`config.mk`:
```
export PLATFORM = sky130hd
export DESIGN_NAME = flash_status_protect_regs
export DESIGN_NICKNAME = d
export VERILOG_FILES = /design/src/core/flash_status_pkg.sv /design/src/core/range_protect_check.sv /design/src/core/flash_status_protect_regs.sv
export VERILOG_INCLUDE_DIRS = /design/src /design/src/core
export SDC_FILE = /design/constraint.sdc
export NUM_CORES = 1
export LEC_CHECK = 0
export BUFFER_PORTS_ARGS = -buffer_cell sky130_fd_sc_hd__buf_2
export CAP_MARGIN = 0
export CORE_MARGIN = 2
export CORE_UTILIZATION = 40
export CTS_CLUSTER_SIZE = 28
export DETAILED_ROUTE_END_ITERATION = 16
export PLACE_DENSITY = 0.61
export SETUP_SLACK_MARGIN = 0.15
export SLEW_MARGIN = 20
export SYNTH_ARGS = -nofsm -noshare
export SYNTH_HDL_FRONTEND = slang
export SYNTH_SLANG_ARGS = --single-unit
```
`constraint.sdc`:
```
create_clock -name clk_i -period 3.6 [get_ports clk_i]
set_input_delay 0.18 -clock clk_i [delete_from_list [all_inputs] [get_ports clk_i]]
set_output_delay 0.18 -clock clk_i [all_outputs]
set_load 0.02 [all_outputs]
```
`src/core/flash_status_consts.svh`:
```
/*
 Bit positions, reset values and command codes of the status register bank.
 Assumes inclusion by bare name from the design files.
*/
`ifndef FLASH_STATUS_CONSTS_SVH
`define FLASH_STATUS_CONSTS_SVH
// Register selectors on the command port
`define SEL_BUSY_PROTECT 2'h0
`define SEL_PROTECT_STATUS 2'h1
`define SEL_CONFIG_STATUS 2'h2
// busy_protect_reg fields
`define BPR_BUSY 0
`define BPR_WEL 1
`define BPR_RANGE_LO 2
`define BPR_RANGE_HI 4
`define BPR_LOW_END 5
`define BPR_SMALL_UNIT 6
`define BPR_PROTECT_MODE 7
// protect_status_reg fields
`define PSR_QE 1
`define PSR_LOCK_LO 3
`define PSR_LOCK_HI 5
`define PSR_INVERT 6
`define PSR_PAUSED 7
// config_status_reg fields
`define CSR_FAST 4
`define CSR_DRV_LO 5
`define CSR_DRV_HI 6
`define CSR_HOLD_RESET 7
// Writable masks and register reset value
`define BPR_WMASK 8'hfc
`define PSR_WMASK 8'h42
`define PSR_LOCK_MASK 8'h38
`define CSR_WMASK 8'hf0
`define REG_RESET 8'h00
// Commands
`define CMD_WREN 8'h06
`define CMD_WRSR 8'h01
`define CMD_VWREN 8'h50
`define CMD_WRDI 8'h04
`define CMD_RDSR 8'h05
`define CMD_SUSPEND 8'h75
`define CMD_RESUME 8'h7a
`define CMD_PROGRAM 8'h02
`define CMD_SECTOR_ERASE 8'h20
`define CMD_BLOCK_ERASE 8'hd8
`define CMD_CHIP_ERASE 8'hc7
`define CMD_SOFT_RESET 8'h99
// Embedded operation length in clocks
`define OP_CYCLES 8'h10
`endif

```
`src/core/flash_status_pkg.sv`:
```
/*
 Types of the status register bank.
 Assumes nothing of its surroundings.
*/
package flash_status_pkg;
   typedef enum logic [2:0] {
      OP_IDLE = 3'b001,
      OP_RUN = 3'b010,
      OP_DONE = 3'b100
   } op_state_e;
endpackage

```
`src/core/range_protect_check.sv`:
```
/*
 Decides whether a target unit lies in the protected array region.
 Assumes unit counts already scaled to sectors or blocks by the caller.
*/
`timescale 1ns/1ps
`default_nettype none
module range_protect_check (
   input wire logic [2:0] range_i, // protect range field
   input wire logic low_end_i, // protect from bottom
   input wire logic invert_i, // complement map
   input wire logic [2:0] unit_i, // target unit index from top or bottom
   output logic protected_o // target is read-only
);
   logic hit;
   // Simplified map: range n covers unit indices below 2^(n-1); low_end_i does not enter the map
   always_comb begin
      hit = 1'b0;
      if (range_i != 3'h0) begin
         // Eight bits so range 7 (64 units) does not wrap to zero
         hit = ({5'h00, unit_i} < (8'h01 << (range_i - 3'h1)));
      end
      protected_o = hit ^ invert_i;
   end
   logic unused_low_end;
   assign unused_low_end = low_end_i;
endmodule // range_protect_check
`default_nettype wire

```
`src/core/flash_status_protect_regs.sv`:
```
/*
 Status and configuration registers of a serial NOR flash: busy, write
 latch, block protect, suspend, OTP locks, quad enable and pin options.
 Assumes a command decoder on clk_i delivers whole opcodes as one-cycle
 strobes; the write-protect pin arrives asynchronously.
*/
// Operation
// Paused flag is read-only bit 7 of protect_status_reg.
// Invert protection lives at protect_status_reg bit 6.
// Invert and quad enable have non-volatile and volatile copies, reset 0.
// OTP lock bits 3..1 sit at protect_status_reg bits 5..3.
// Quad enable turns protect and pause pins into quad data lines.
// Hold-or-reset select at config bit 7, only when quad off.
// Drive strength field at config bits 6:5 for reads.
// Fast read precharge enable at config bit 4, both copies.
// Busy set during program, erase and status write.
// While busy, ignore all instructions except read status.
// Busy clears when the operation finishes.
// Write-enable command sets write armed latch.
// Latch clears at reset and after disable, program, erase, status write.
// Protect range bits 4:2 non-volatile, written by status write, default 0.
// Refuse program or erase to a protected region.
// Low-end bit places protection at bottom when 1, default 0. The range check ignores the bit.
// Low-end write accepted only when protect mode and latch allow.
// Small unit bit chooses 4 kB sectors over 64 kB blocks.
// Invert flips the whole protection map.
// Reset loads volatile bits from non-volatile copies.
// Write enable before status write targets non-volatile bits.
// Volatile write enable targets volatile bits only, locks untouched.
// Suspend sets paused flag; resume clears it.
// OTP lock bits once set never clear.
// Reserved bits read 0 and ignore writes.
`timescale 1ns/1ps
`default_nettype none
`include "flash_status_consts.svh"
module flash_status_protect_regs
   import flash_status_pkg::*;
(
   input wire logic clk_i, // 25 MHz clock
   input wire logic rst_i, // synchronous reset, high
   input wire logic ce_i, // clock enable
   input wire logic cmd_valid_i, // opcode strobe
   input wire logic [7:0] cmd_i, // opcode
   input wire logic [7:0] wdata_i, // status write data
   input wire logic [1:0] wsel_i, // register picked for write or read
   input wire logic [2:0] target_unit_i, // unit index of program or erase
   input wire logic wp_pin_n_i, // write-protect pin, async, low protects
   output logic [7:0] rdata_o, // selected status register
   output logic busy_o, // embedded operation running
   output logic cmd_refused_o, // last command dropped while busy
   output logic quad_mode_o, // pins act as quad data lines
   output logic pause_pin_en_o, // shared pin is pause input
   output logic restart_pin_en_o, // shared pin is restart input
   output logic [1:0] drive_strength_o, // output driver strength
   output logic fast_mode_o, // high-frequency mode
   output logic small_unit_o // protect counts 4 kB sectors
);
   // Non-volatile copies start in factory state and are never reset
   logic [7:0] bpr_nv_reg = `REG_RESET; // busy_protect_reg, bits 7:2
   logic [7:0] psr_nv_reg = `REG_RESET; // protect_status_reg
   logic [7:0] csr_nv_reg = `REG_RESET; // config_status_reg
   logic [7:0] bpr_v_reg, psr_v_reg, csr_v_reg; // volatile copies
   logic write_armed_latch_reg, volatile_armed_reg, paused_op_flag_reg;
   logic busy_reg;
   logic [7:0] op_cnt_reg;
   op_state_e op_state_reg;
   logic op_is_nv_reg, op_is_status_reg;
   logic [7:0] op_data_reg;
   logic [1:0] op_sel_reg;
   logic wp_meta_reg, wp_sync_reg;
   logic region_protected;
   logic accepted, is_rdsr, is_wrsr, is_prog, sr_locked, do_write;

   // Two-flop synchroniser for the write-protect pin
   always_ff @(posedge clk_i) begin
      if (rst_i) begin
         wp_meta_reg <= 1'b1;
         wp_sync_reg <= 1'b1;
      end else if (ce_i) begin
         wp_meta_reg <= wp_pin_n_i;
         wp_sync_reg <= wp_meta_reg;
      end
   end

   range_protect_check u_range (
      .range_i(bpr_v_reg[`BPR_RANGE_HI:`BPR_RANGE_LO]),
      .low_end_i(bpr_v_reg[`BPR_LOW_END]),
      .invert_i(psr_v_reg[`PSR_INVERT]),
      .unit_i(target_unit_i),
      .protected_o(region_protected)
   );

   always_comb begin
      is_rdsr = (cmd_i == `CMD_RDSR);
      is_wrsr = (cmd_i == `CMD_WRSR);
      is_prog = (cmd_i == `CMD_PROGRAM) || (cmd_i == `CMD_SECTOR_ERASE) ||
                (cmd_i == `CMD_BLOCK_ERASE) || (cmd_i == `CMD_CHIP_ERASE);
      // Pin only protects while quad mode is off
      sr_locked = bpr_nv_reg[`BPR_PROTECT_MODE] && !wp_sync_reg && !psr_v_reg[`PSR_QE];
      // busy gating
      accepted = cmd_valid_i && (!busy_reg || is_rdsr);
      // protect mode and latch gate status writes
      do_write = accepted && is_wrsr && !sr_locked &&
                 (write_armed_latch_reg || volatile_armed_reg);
   end

   // embedded operation sequencer
   always_ff @(posedge clk_i) begin
      if (rst_i) begin
         op_state_reg <= OP_IDLE;
         busy_reg <= 1'b0;
         op_cnt_reg <= 8'h00;
         op_is_status_reg <= 1'b0;
         op_is_nv_reg <= 1'b0;
         op_data_reg <= 8'h00;
         op_sel_reg <= 2'h0;
      end else if (ce_i) begin
         unique case (op_state_reg)
            OP_IDLE: begin
               // protected region refuses program and erase
               if (accepted && ((is_prog && write_armed_latch_reg && !region_protected) ||
                                (do_write && write_armed_latch_reg))) begin
                  op_state_reg <= OP_RUN;
                  busy_reg <= 1'b1;
                  op_cnt_reg <= `OP_CYCLES;
                  op_is_status_reg <= is_wrsr;
                  op_is_nv_reg <= is_wrsr;
                  op_data_reg <= wdata_i;
                  op_sel_reg <= wsel_i;
               end
            end
            OP_RUN: begin
               op_cnt_reg <= op_cnt_reg - 8'h01;
               if (op_cnt_reg == 8'h01) begin
                  op_state_reg <= OP_DONE;
               end
            end
            OP_DONE: begin
               busy_reg <= 1'b0;
               op_is_status_reg <= 1'b0;
               op_state_reg <= OP_IDLE;
            end
         endcase
      end
   end

   // write armed latch
   always_ff @(posedge clk_i) begin
      if (rst_i) begin
         write_armed_latch_reg <= 1'b0;
         volatile_armed_reg <= 1'b0;
      end else if (ce_i) begin
         if (op_state_reg == OP_DONE) begin
            write_armed_latch_reg <= 1'b0;
         end else if (accepted && cmd_i == `CMD_WREN) begin
            write_armed_latch_reg <= 1'b1;
         end else if (accepted && cmd_i == `CMD_WRDI) begin
            write_armed_latch_reg <= 1'b0;
         end
         if (accepted && cmd_i == `CMD_VWREN) begin
            volatile_armed_reg <= 1'b1;
         end else if (accepted && !is_rdsr) begin
            volatile_armed_reg <= 1'b0;
         end
      end
   end

   // suspend flag
   always_ff @(posedge clk_i) begin
      if (rst_i) begin
         paused_op_flag_reg <= 1'b0;
      end else if (ce_i && accepted) begin
         if (cmd_i == `CMD_SUSPEND) begin
            paused_op_flag_reg <= 1'b1;
         end else if (cmd_i == `CMD_RESUME) begin
            paused_op_flag_reg <= 1'b0;
         end
      end
   end

   // non-volatile copies; reset does not clear them
   always_ff @(posedge clk_i) begin
      if (ce_i && op_state_reg == OP_DONE && op_is_nv_reg) begin
         unique case (op_sel_reg)
            `SEL_BUSY_PROTECT: bpr_nv_reg <= op_data_reg & `BPR_WMASK;
            `SEL_PROTECT_STATUS: psr_nv_reg <= (op_data_reg & `PSR_WMASK) |
               ((op_data_reg | psr_nv_reg) & `PSR_LOCK_MASK);
            `SEL_CONFIG_STATUS: csr_nv_reg <= op_data_reg & `CSR_WMASK;
            default: ;
         endcase
      end
   end

   // volatile copies loaded from non-volatile on reset
   always_ff @(posedge clk_i) begin
      if (rst_i || (ce_i && accepted && cmd_i == `CMD_SOFT_RESET)) begin
         bpr_v_reg <= bpr_nv_reg & `BPR_WMASK;
         psr_v_reg <= psr_nv_reg & `PSR_WMASK;
         csr_v_reg <= csr_nv_reg & `CSR_WMASK;
      end else if (ce_i) begin
         if (do_write && volatile_armed_reg && !write_armed_latch_reg) begin
            unique case (wsel_i)
               `SEL_BUSY_PROTECT: bpr_v_reg <= wdata_i & `BPR_WMASK;
               `SEL_PROTECT_STATUS: psr_v_reg <= wdata_i & `PSR_WMASK;
               `SEL_CONFIG_STATUS: csr_v_reg <= wdata_i & `CSR_WMASK;
               default: ;
            endcase
         end else if (op_state_reg == OP_DONE && op_is_nv_reg) begin
            // Non-volatile write also takes effect at once
            unique case (op_sel_reg)
               `SEL_BUSY_PROTECT: bpr_v_reg <= op_data_reg & `BPR_WMASK;
               `SEL_PROTECT_STATUS: psr_v_reg <= op_data_reg & `PSR_WMASK;
               `SEL_CONFIG_STATUS: csr_v_reg <= op_data_reg & `CSR_WMASK;
               default: ;
            endcase
         end
      end
   end

   // readback assembly, R5 R6 R7 R8 R18 pin functions
   always_ff @(posedge clk_i) begin
      if (rst_i) begin
         rdata_o <= `REG_RESET;
         busy_o <= 1'b0;
         cmd_refused_o <= 1'b0;
         quad_mode_o <= 1'b0;
         pause_pin_en_o <= 1'b0;
         restart_pin_en_o <= 1'b0;
         drive_strength_o <= 2'h0;
         fast_mode_o <= 1'b0;
         small_unit_o <= 1'b0;
      end else if (ce_i) begin
         unique case (wsel_i)
            `SEL_BUSY_PROTECT: rdata_o <= (bpr_v_reg & `BPR_WMASK) |
               {6'h00, write_armed_latch_reg, busy_reg};
            `SEL_PROTECT_STATUS: rdata_o <= (psr_v_reg & `PSR_WMASK) |
               (psr_nv_reg & `PSR_LOCK_MASK) | {paused_op_flag_reg, 7'h00};
            `SEL_CONFIG_STATUS: rdata_o <= csr_v_reg & `CSR_WMASK;
            default: rdata_o <= `REG_RESET;
         endcase
         busy_o <= busy_reg;
         cmd_refused_o <= cmd_valid_i && !accepted;
         quad_mode_o <= psr_v_reg[`PSR_QE];
         pause_pin_en_o <= !psr_v_reg[`PSR_QE] && !csr_v_reg[`CSR_HOLD_RESET];
         restart_pin_en_o <= !psr_v_reg[`PSR_QE] && csr_v_reg[`CSR_HOLD_RESET];
         drive_strength_o <= csr_v_reg[`CSR_DRV_HI:`CSR_DRV_LO];
         fast_mode_o <= csr_v_reg[`CSR_FAST];
         small_unit_o <= bpr_v_reg[`BPR_SMALL_UNIT];
      end
   end

   // busy refusal
   busy_refuse_a: assert property (@(posedge clk_i) disable iff (rst_i)
      (ce_i && busy_reg && cmd_valid_i && !is_rdsr) |=> cmd_refused_o)
      else $error("Command taken while busy");
   // busy start
   busy_start_a: assert property (@(posedge clk_i) disable iff (rst_i)
      (ce_i && op_state_reg == OP_IDLE && accepted && is_prog &&
       write_armed_latch_reg && !region_protected) |=> busy_reg)
      else $error("Busy not set on program");
   // busy end
   busy_end_a: assert property (@(posedge clk_i) disable iff (rst_i)
      (ce_i && op_state_reg == OP_DONE) |=> !busy_reg)
      else $error("Busy not cleared at completion");
   wel_set_a: assert property (@(posedge clk_i) disable iff (rst_i)
      (ce_i && accepted && cmd_i == `CMD_WREN && op_state_reg != OP_DONE)
      |=> write_armed_latch_reg)
      else $error("Write latch not set");
   wel_clear_a: assert property (@(posedge clk_i) disable iff (rst_i)
      (ce_i && op_state_reg == OP_DONE) |=> !write_armed_latch_reg)
      else $error("Write latch not cleared after operation");
   refuse_region_a: assert property (@(posedge clk_i) disable iff (rst_i)
      (ce_i && op_state_reg == OP_IDLE && is_prog && region_protected) |=> !busy_reg)
      else $error("Program started in protected region");
   lock_sticky_a: assert property (@(posedge clk_i)
      psr_nv_reg[`PSR_LOCK_HI] |=> psr_nv_reg[`PSR_LOCK_HI])
      else $error("Lock bit cleared");
   suspend_flag_a: assert property (@(posedge clk_i) disable iff (rst_i)
      (ce_i && accepted && cmd_i == `CMD_SUSPEND) |=> paused_op_flag_reg)
      else $error("Paused flag not set");
   pin_select_a: assert property (@(posedge clk_i) disable iff (rst_i)
      (ce_i && psr_v_reg[`PSR_QE]) |=> !(pause_pin_en_o || restart_pin_en_o))
      else $error("Pause or restart active in quad mode");
endmodule // flash_status_protect_regs
`default_nettype wire

```
======== Word level (Yosys, flattened, before mapping) ========
Cells that the tools add are included.
word-level totals
  bits in registers ....................... 85
  logic and storage cells ................. 174
  bits of input ports ..................... 26
operators by class
  muxes and demuxes ....................... 34
  equal/unequal tests ..................... 28
  shift operators ......................... 1
  magnitude comparators ................... 1
  bitwise gates (word level) .............. 6
  add/sub/neg operators ................... 2
  reductions and logical operators ........ 73
operators with widths
  kind                                                 count
  two-way mux 8 bit                                    13
  two-way mux 7 bit                                    6
  equality test 8 x 3 -> 1 bit, second input constant  3
  equality test 8 x 7 -> 1 bit, second input constant  3
  equality test 8 bit, second input constant           3
  logical AND 1 bit                                    24
  one-hot mux 8 bit (3 select lines)                   1
  AND reduction 4 bit                                  6
  nonzero test 2 bit                                   9
  nonzero test 3 bit                                   6
  equality test 8 x 1 -> 1 bit, second input constant  2
  one-hot mux 8 bit (2 select lines)                   1
  OR 7 x 6 -> 7 bit                                    2
  AND reduction 2 bit                                  6
  AND reduction 3 bit                                  4
  zero test 1 bit                                      9
  two-way mux 1 bit                                    9
  != test 3 x 2 -> 1 bit, second input constant        3
  one-hot mux 3 bit (3 select lines)                   1
  equality test 8 x 2 -> 1 bit, second input constant  1
  equality test 8 x 6 -> 1 bit, second input constant  1
  < comparator 3 x 8 -> 1 bit                          1
  OR 7 x 8 -> 8 bit                                    1
  OR 8 x 2 -> 8 bit                                    1
  16 further kinds                                     29

======== Logic depth before layout (Yosys ltp) ========
  depth in word-level cells ............... 11
  depth in mapped cells ................... 11
  gate-level depth less buffers ........... 10

======== Modules after synthesis ========
Synthesis repeated with hierarchy kept, for this count alone.
second synthesis, totals
  cells, all modules ...................... 335
  area, all modules ....................... 3,294.4 µm²
modules (own cells, without submodules)
  module                     cells an instance  seq. area each (µm²)  area each (µm²)  instances
  flash_status_protect_regs  325                1,691.6               3,219.3          1
  range_protect_check        10                 0.0                   75.1             1

======== Worst setup path before layout ========
No wires, ideal clock.
  path kind ............................... reg2reg
  start ................................... register bpr_v_reg[2]
  end ..................................... register op_data_reg[1]
  clock period less this slack ............ 2.614 ns
  path slack .............................. 0.986 ns
  arrival time ............................ 2.486 ns
  stages on the path, launching flop included .. 11
  cells stage by stage .................... edfxtp_1 -> nand3b_1 -> ha_1 -> o21a_1 -> or4_4 -> a21oi_4 -> o22ai_2 -> a2111oi_2 -> buf_6 -> mux2i_1 -> nor2_1
on the way
  longest elaborated chain between the ends .. 10
  elaborated cells between the ends (all ways) .. 11
  classes of those cells .................. 1 x add/sub; 1 x order compare; 1 x shift; 1 x mux; 1 x bitwise; 6 x reduce/logical
ends and longest elaborated chain
  what                                    RTL line                          text
  from (decl)                             flash_status_protect_regs.sv:62   logic [7:0] bpr_v_reg, psr_v_reg, csr_v_reg;
  from (signal assigned)                  flash_status_protect_regs.sv:197  bpr_v_reg <= bpr_nv_reg & `BPR_WMASK;
  from (signal assigned)                  flash_status_protect_regs.sv:203  `SEL_BUSY_PROTECT: bpr_v_reg <= wdata_i & `BPR_WMASK;
  from (signal assigned)                  flash_status_protect_regs.sv:211  `SEL_BUSY_PROTECT: bpr_v_reg <= op_data_reg & `BPR_WMASK;
  subtractor 3 x 1 -> 3 bit               range_protect_check.sv:20         hit = ({5'h00, unit_i} < (8'h01 << (range_i - 3'h1)));
  left shift 1 x 3 -> 8 bit               range_protect_check.sv:20
  < comparator 3 x 8 -> 1 bit             range_protect_check.sv:20
  two-way mux 1 bit *                     range_protect_check.sv:18         if (range_i != 3'h0) begin
  bitwise XOR 1 bit *                     range_protect_check.sv:22         protected_o = hit ^ invert_i;
  zero test 1 bit *                       flash_status_protect_regs.sv:121  if (accepted && ((is_prog && write_armed_latch_reg && !region_protected) ||
  logical AND 1 bit *                     flash_status_protect_regs.sv:121
  logical OR 1 bit *                      flash_status_protect_regs.sv:121
  logical AND 1 bit *                     flash_status_protect_regs.sv:121
  AND reduction 3 bit (no source line) *  -
  to (signal assigned)                    flash_status_protect_regs.sv:128  op_data_reg <= wdata_i;
  to (decl)                               flash_status_protect_regs.sv:68   logic [7:0] op_data_reg;
Mark *: on every way between the ends. The rest lies on a longest branch, timed or not.
A chain may end at the register's enable or synchronous reset.

======== Final worst setup path ========
  start ................................... register bpr_v_reg[2]
  end ..................................... register op_data_reg[4]
The elaborated chain is that of the path after synthesis.

==> impl_metrics.csv <==
group,metric,value,unit
run_status,status,"complete, no violations",
cts,cts_sinks,71,
setup_path,setup.worst_path.start,"bpr_v_reg[2]",
synth,syn_nets,394,
routing,drtAntennaViolNets,0,
sta,worstMarginPinSlew,0.8613,ns
global_route,grt_start_max_net_pins,29,
setup_path,timing.rr.end,"op_data_reg[4]",
cts,cts-root-buf,"clkbuf_8",
power,vdd_drop_max,0.0001997,V
cts,cts_resized,0,
routing,firstDrtPassIters,4,
power,leakage,1.523,nW
synth,yosysTopAreaCell,"dfxtp_1",
setup_path,cp.required,3.82,ns
global_route,grt_overflow,0,
synth,synth_area_per_cell,9.566,µm²
floorplanning,die_y,97.30,µm
synth,synthAdderAreaFrac,1.437,%
floorplanning,initial_core_util,40.52,%
synth,syn-instance-count,364,
sta,maxSlewViolCount,0,
worst_hold_path,hold_path_startpoint,"wp_pin_n_i",
cells_and_area,mostFrequentLayoutCells,"nor2_1 (54), dfxtp_1 (44), buf_2 (41)",
cells_and_area,post-route-util,46.21,%
cells_and_area,num-nets-final,435,
cts,cts_tree,"yes",
power,total_power,1.536,mW
cts,cts_max_path_buffers,2,
setup_path,cp-end-kind,"register",
cts,clkTransAtPathRegs,0.07,ns
synth,synthArstFlopShare,0,%
cells_and_area,fillCellCount,858,
setup_path,r2r-start,"bpr_v_reg[2]",
place,io_buffer_count,41,
setup_path,crit_arrival,3.06,ns
sta,min_period,2.839,ns
worst_hold_path,whs_endpoint,"wp_meta_reg",
synth,synth-compound-area-share,16.31,%
routing,wl,7.881,mm
synth,yosysWarnings,0,
floorplanning,die_w,97.30,µm
synth,yosysSeqAreaShare,48.58,%
setup_path,critPathMaxFanout,10,
setup_path,crit_path_start_kind,"register",
sta,hold_viol,0,
power,power_density,386.9,nW/µm²
cts,worstSkewPairLatency,0.34,ns
cells_and_area,drive_above_1_share,19.51,%
routing,wire_per_inst,15.21,µm
routing,vias_per_cell,5.349,
setup_path,worstRegToRegCells,10,
synth,synth_top_area_share,25.30,%
cts,post_cts_buffers,0,
synth,synth_area_leaders,"dfxtp_1 (25%), edfxtp_1 (23%), mux2i_1 (6.9%)",
global_route,grt_pass1_vias,2640,
place,place_congestion,0.8798,
sta,rsz0062_at_grt,"false",
cts,cts_made_buffers,9,
flow_run,max_cap_viol_count,0,
global_route,track_usage,17.29,%
cells_and_area,seqCellArea,1692,µm²
sta,setup_tns,0,ns
synth,synth_area,3482,µm²
synth,synth_mux_area_share,6.899,%
routing,drt_iter0_drc,132,
worst_hold_path,hp-class,"in -> reg",
cts,cts_hold_buffers,0,
floorplanning,core-area,8593,µm²
cts,htree_levels,3,
global_route,antenna_found_initial,0,
floorplanning,io_pins,43,
sta,finalClockSkew,0.004267,ns
routing,route.detailed.drc,0,
sta,maxSlewHeadroom,42.06,%
synth,synth_edf_count,27,
cells_and_area,multiInputGateArea,1687,µm²
routing,via_count,2771,
sta,finalSetupViolations,0,
synth,yosys.area_share.simple,23.18,%
synth,synth_top_family_by_area,"simple AND/OR/NAND/NOR gates",
cells_and_area,final_common_cell,"nor2_1",
synth,ys_ff_latch,71,
synth,synth.distinct_cells,63,
cells_and_area,syn_to_final_growth,14.05,%
setup_path,critical_path_class,"reg -> reg",
cells_and_area,antenna_cells,0,
synth,synthXorXnorAreaFrac,0.2515,%
synth,ys.flop_type,"dfxtp_1",
global_route,grt_pass1_wl,13.11,mm
setup_path,reg2reg_slack,0.76,ns
sta,period_share,78.86,%
place,place_hpwl,5.669,mm
worst_hold_path,hold_depth,3,
sta,fmax,352.2,MHz
floorplanning,dieArea,9467,µm²
floorplanning,row_count,34,
[worst max path at each step]
stage / to / slack, ns / cells past startpoint
floorplan: op_data_reg[1] / 0.99 / 10
global placement: op_data_reg[4] / 0.78 / 10
detailed placement: op_data_reg[4] / 0.76 / 10
CTS: op_data_reg[4] / 0.75 / 10
global route: op_sel_reg[1] / 0.64 / 10
finish: op_data_reg[4] / 0.76 / 10
[synth_stat cells, types with 8 or more instances]
library cell	count
dfxtp_1	44
clkbuf_1	9
nand3_1	15
nor2_1	54
nor3_1	8
o21ai_0	9
nand2_1	38
mux2i_1	24
o21a_1	10
a21oi_1	18
edfxtp_1	27
inv_1	9
[critical path: stages (launching register included)]
cell       delay [ns]
edfxtp_1         0.44
nand3b_1         0.19
ha_1             0.28
o21a_1           0.10
or4_4            0.49
a21oi_4          0.18
o22ai_2          0.13
a2111oi_4        0.36
buf_4            0.28
mux2i_1          0.21
nor2_1           0.05
[metal layers]
layer  share of wire [%]  track usage (%)
met5                   0                0
met4                 1.9            6.090
met3                 4.0            4.101
met2                  45            27.30
met1                  49            23.35
[final cells by class]
class | instances | area share (%)
Clock buffer | 12 | 3.655
Clock inverter | 4 | 0.5356
Inverter | 9 | 0.8507
Multi-Input combinational cell | 266 | 42.47
Sequential cell | 71 | 42.60
Tap cell | 108 | 3.403
Timing Repair Buffer | 48 | 6.490
[metrics by stage]
step / hold WS, ns / cell area, µm² / setup WS (ns) / std cells
2_1_floorplan: 0.2917 / 3482 / 0.9861 / 364
3_3_place_gp: 0.4126 / 3805 / 0.7838 / 502
3_5_place_dp: 0.4223 / 3805 / 0.7646 / 502
4_1_cts: 0.05375 / 3971 / 0.7528 / 518
5_1_grt: 0.07826 / 3971 / 0.6365 / 518
6_report: 0.06517 / 3971 / 0.7611 / 518
[kinds of logic after synthesis]
family | Yosys count
flip-flops | 71
adder cells (fa/ha/maj) | 4
multiplexers | 24
buffers and inverters | 27
AND/OR/NAND/NOR | 160
XOR/XNOR | 1
AO/OA/AOI/OAI | 77
[power breakdown]
part | leakage (nW) | total (mW) | switching (mW) | internal [mW]
Combinational | 0.806 | 0.131 | 0.0829 | 0.0481
Clock | 0.0838 | 0.550 | 0.285 | 0.265
Sequential | 0.633 | 0.856 | 0.00926 | 0.846
Power figures use the tool's default switching activity.
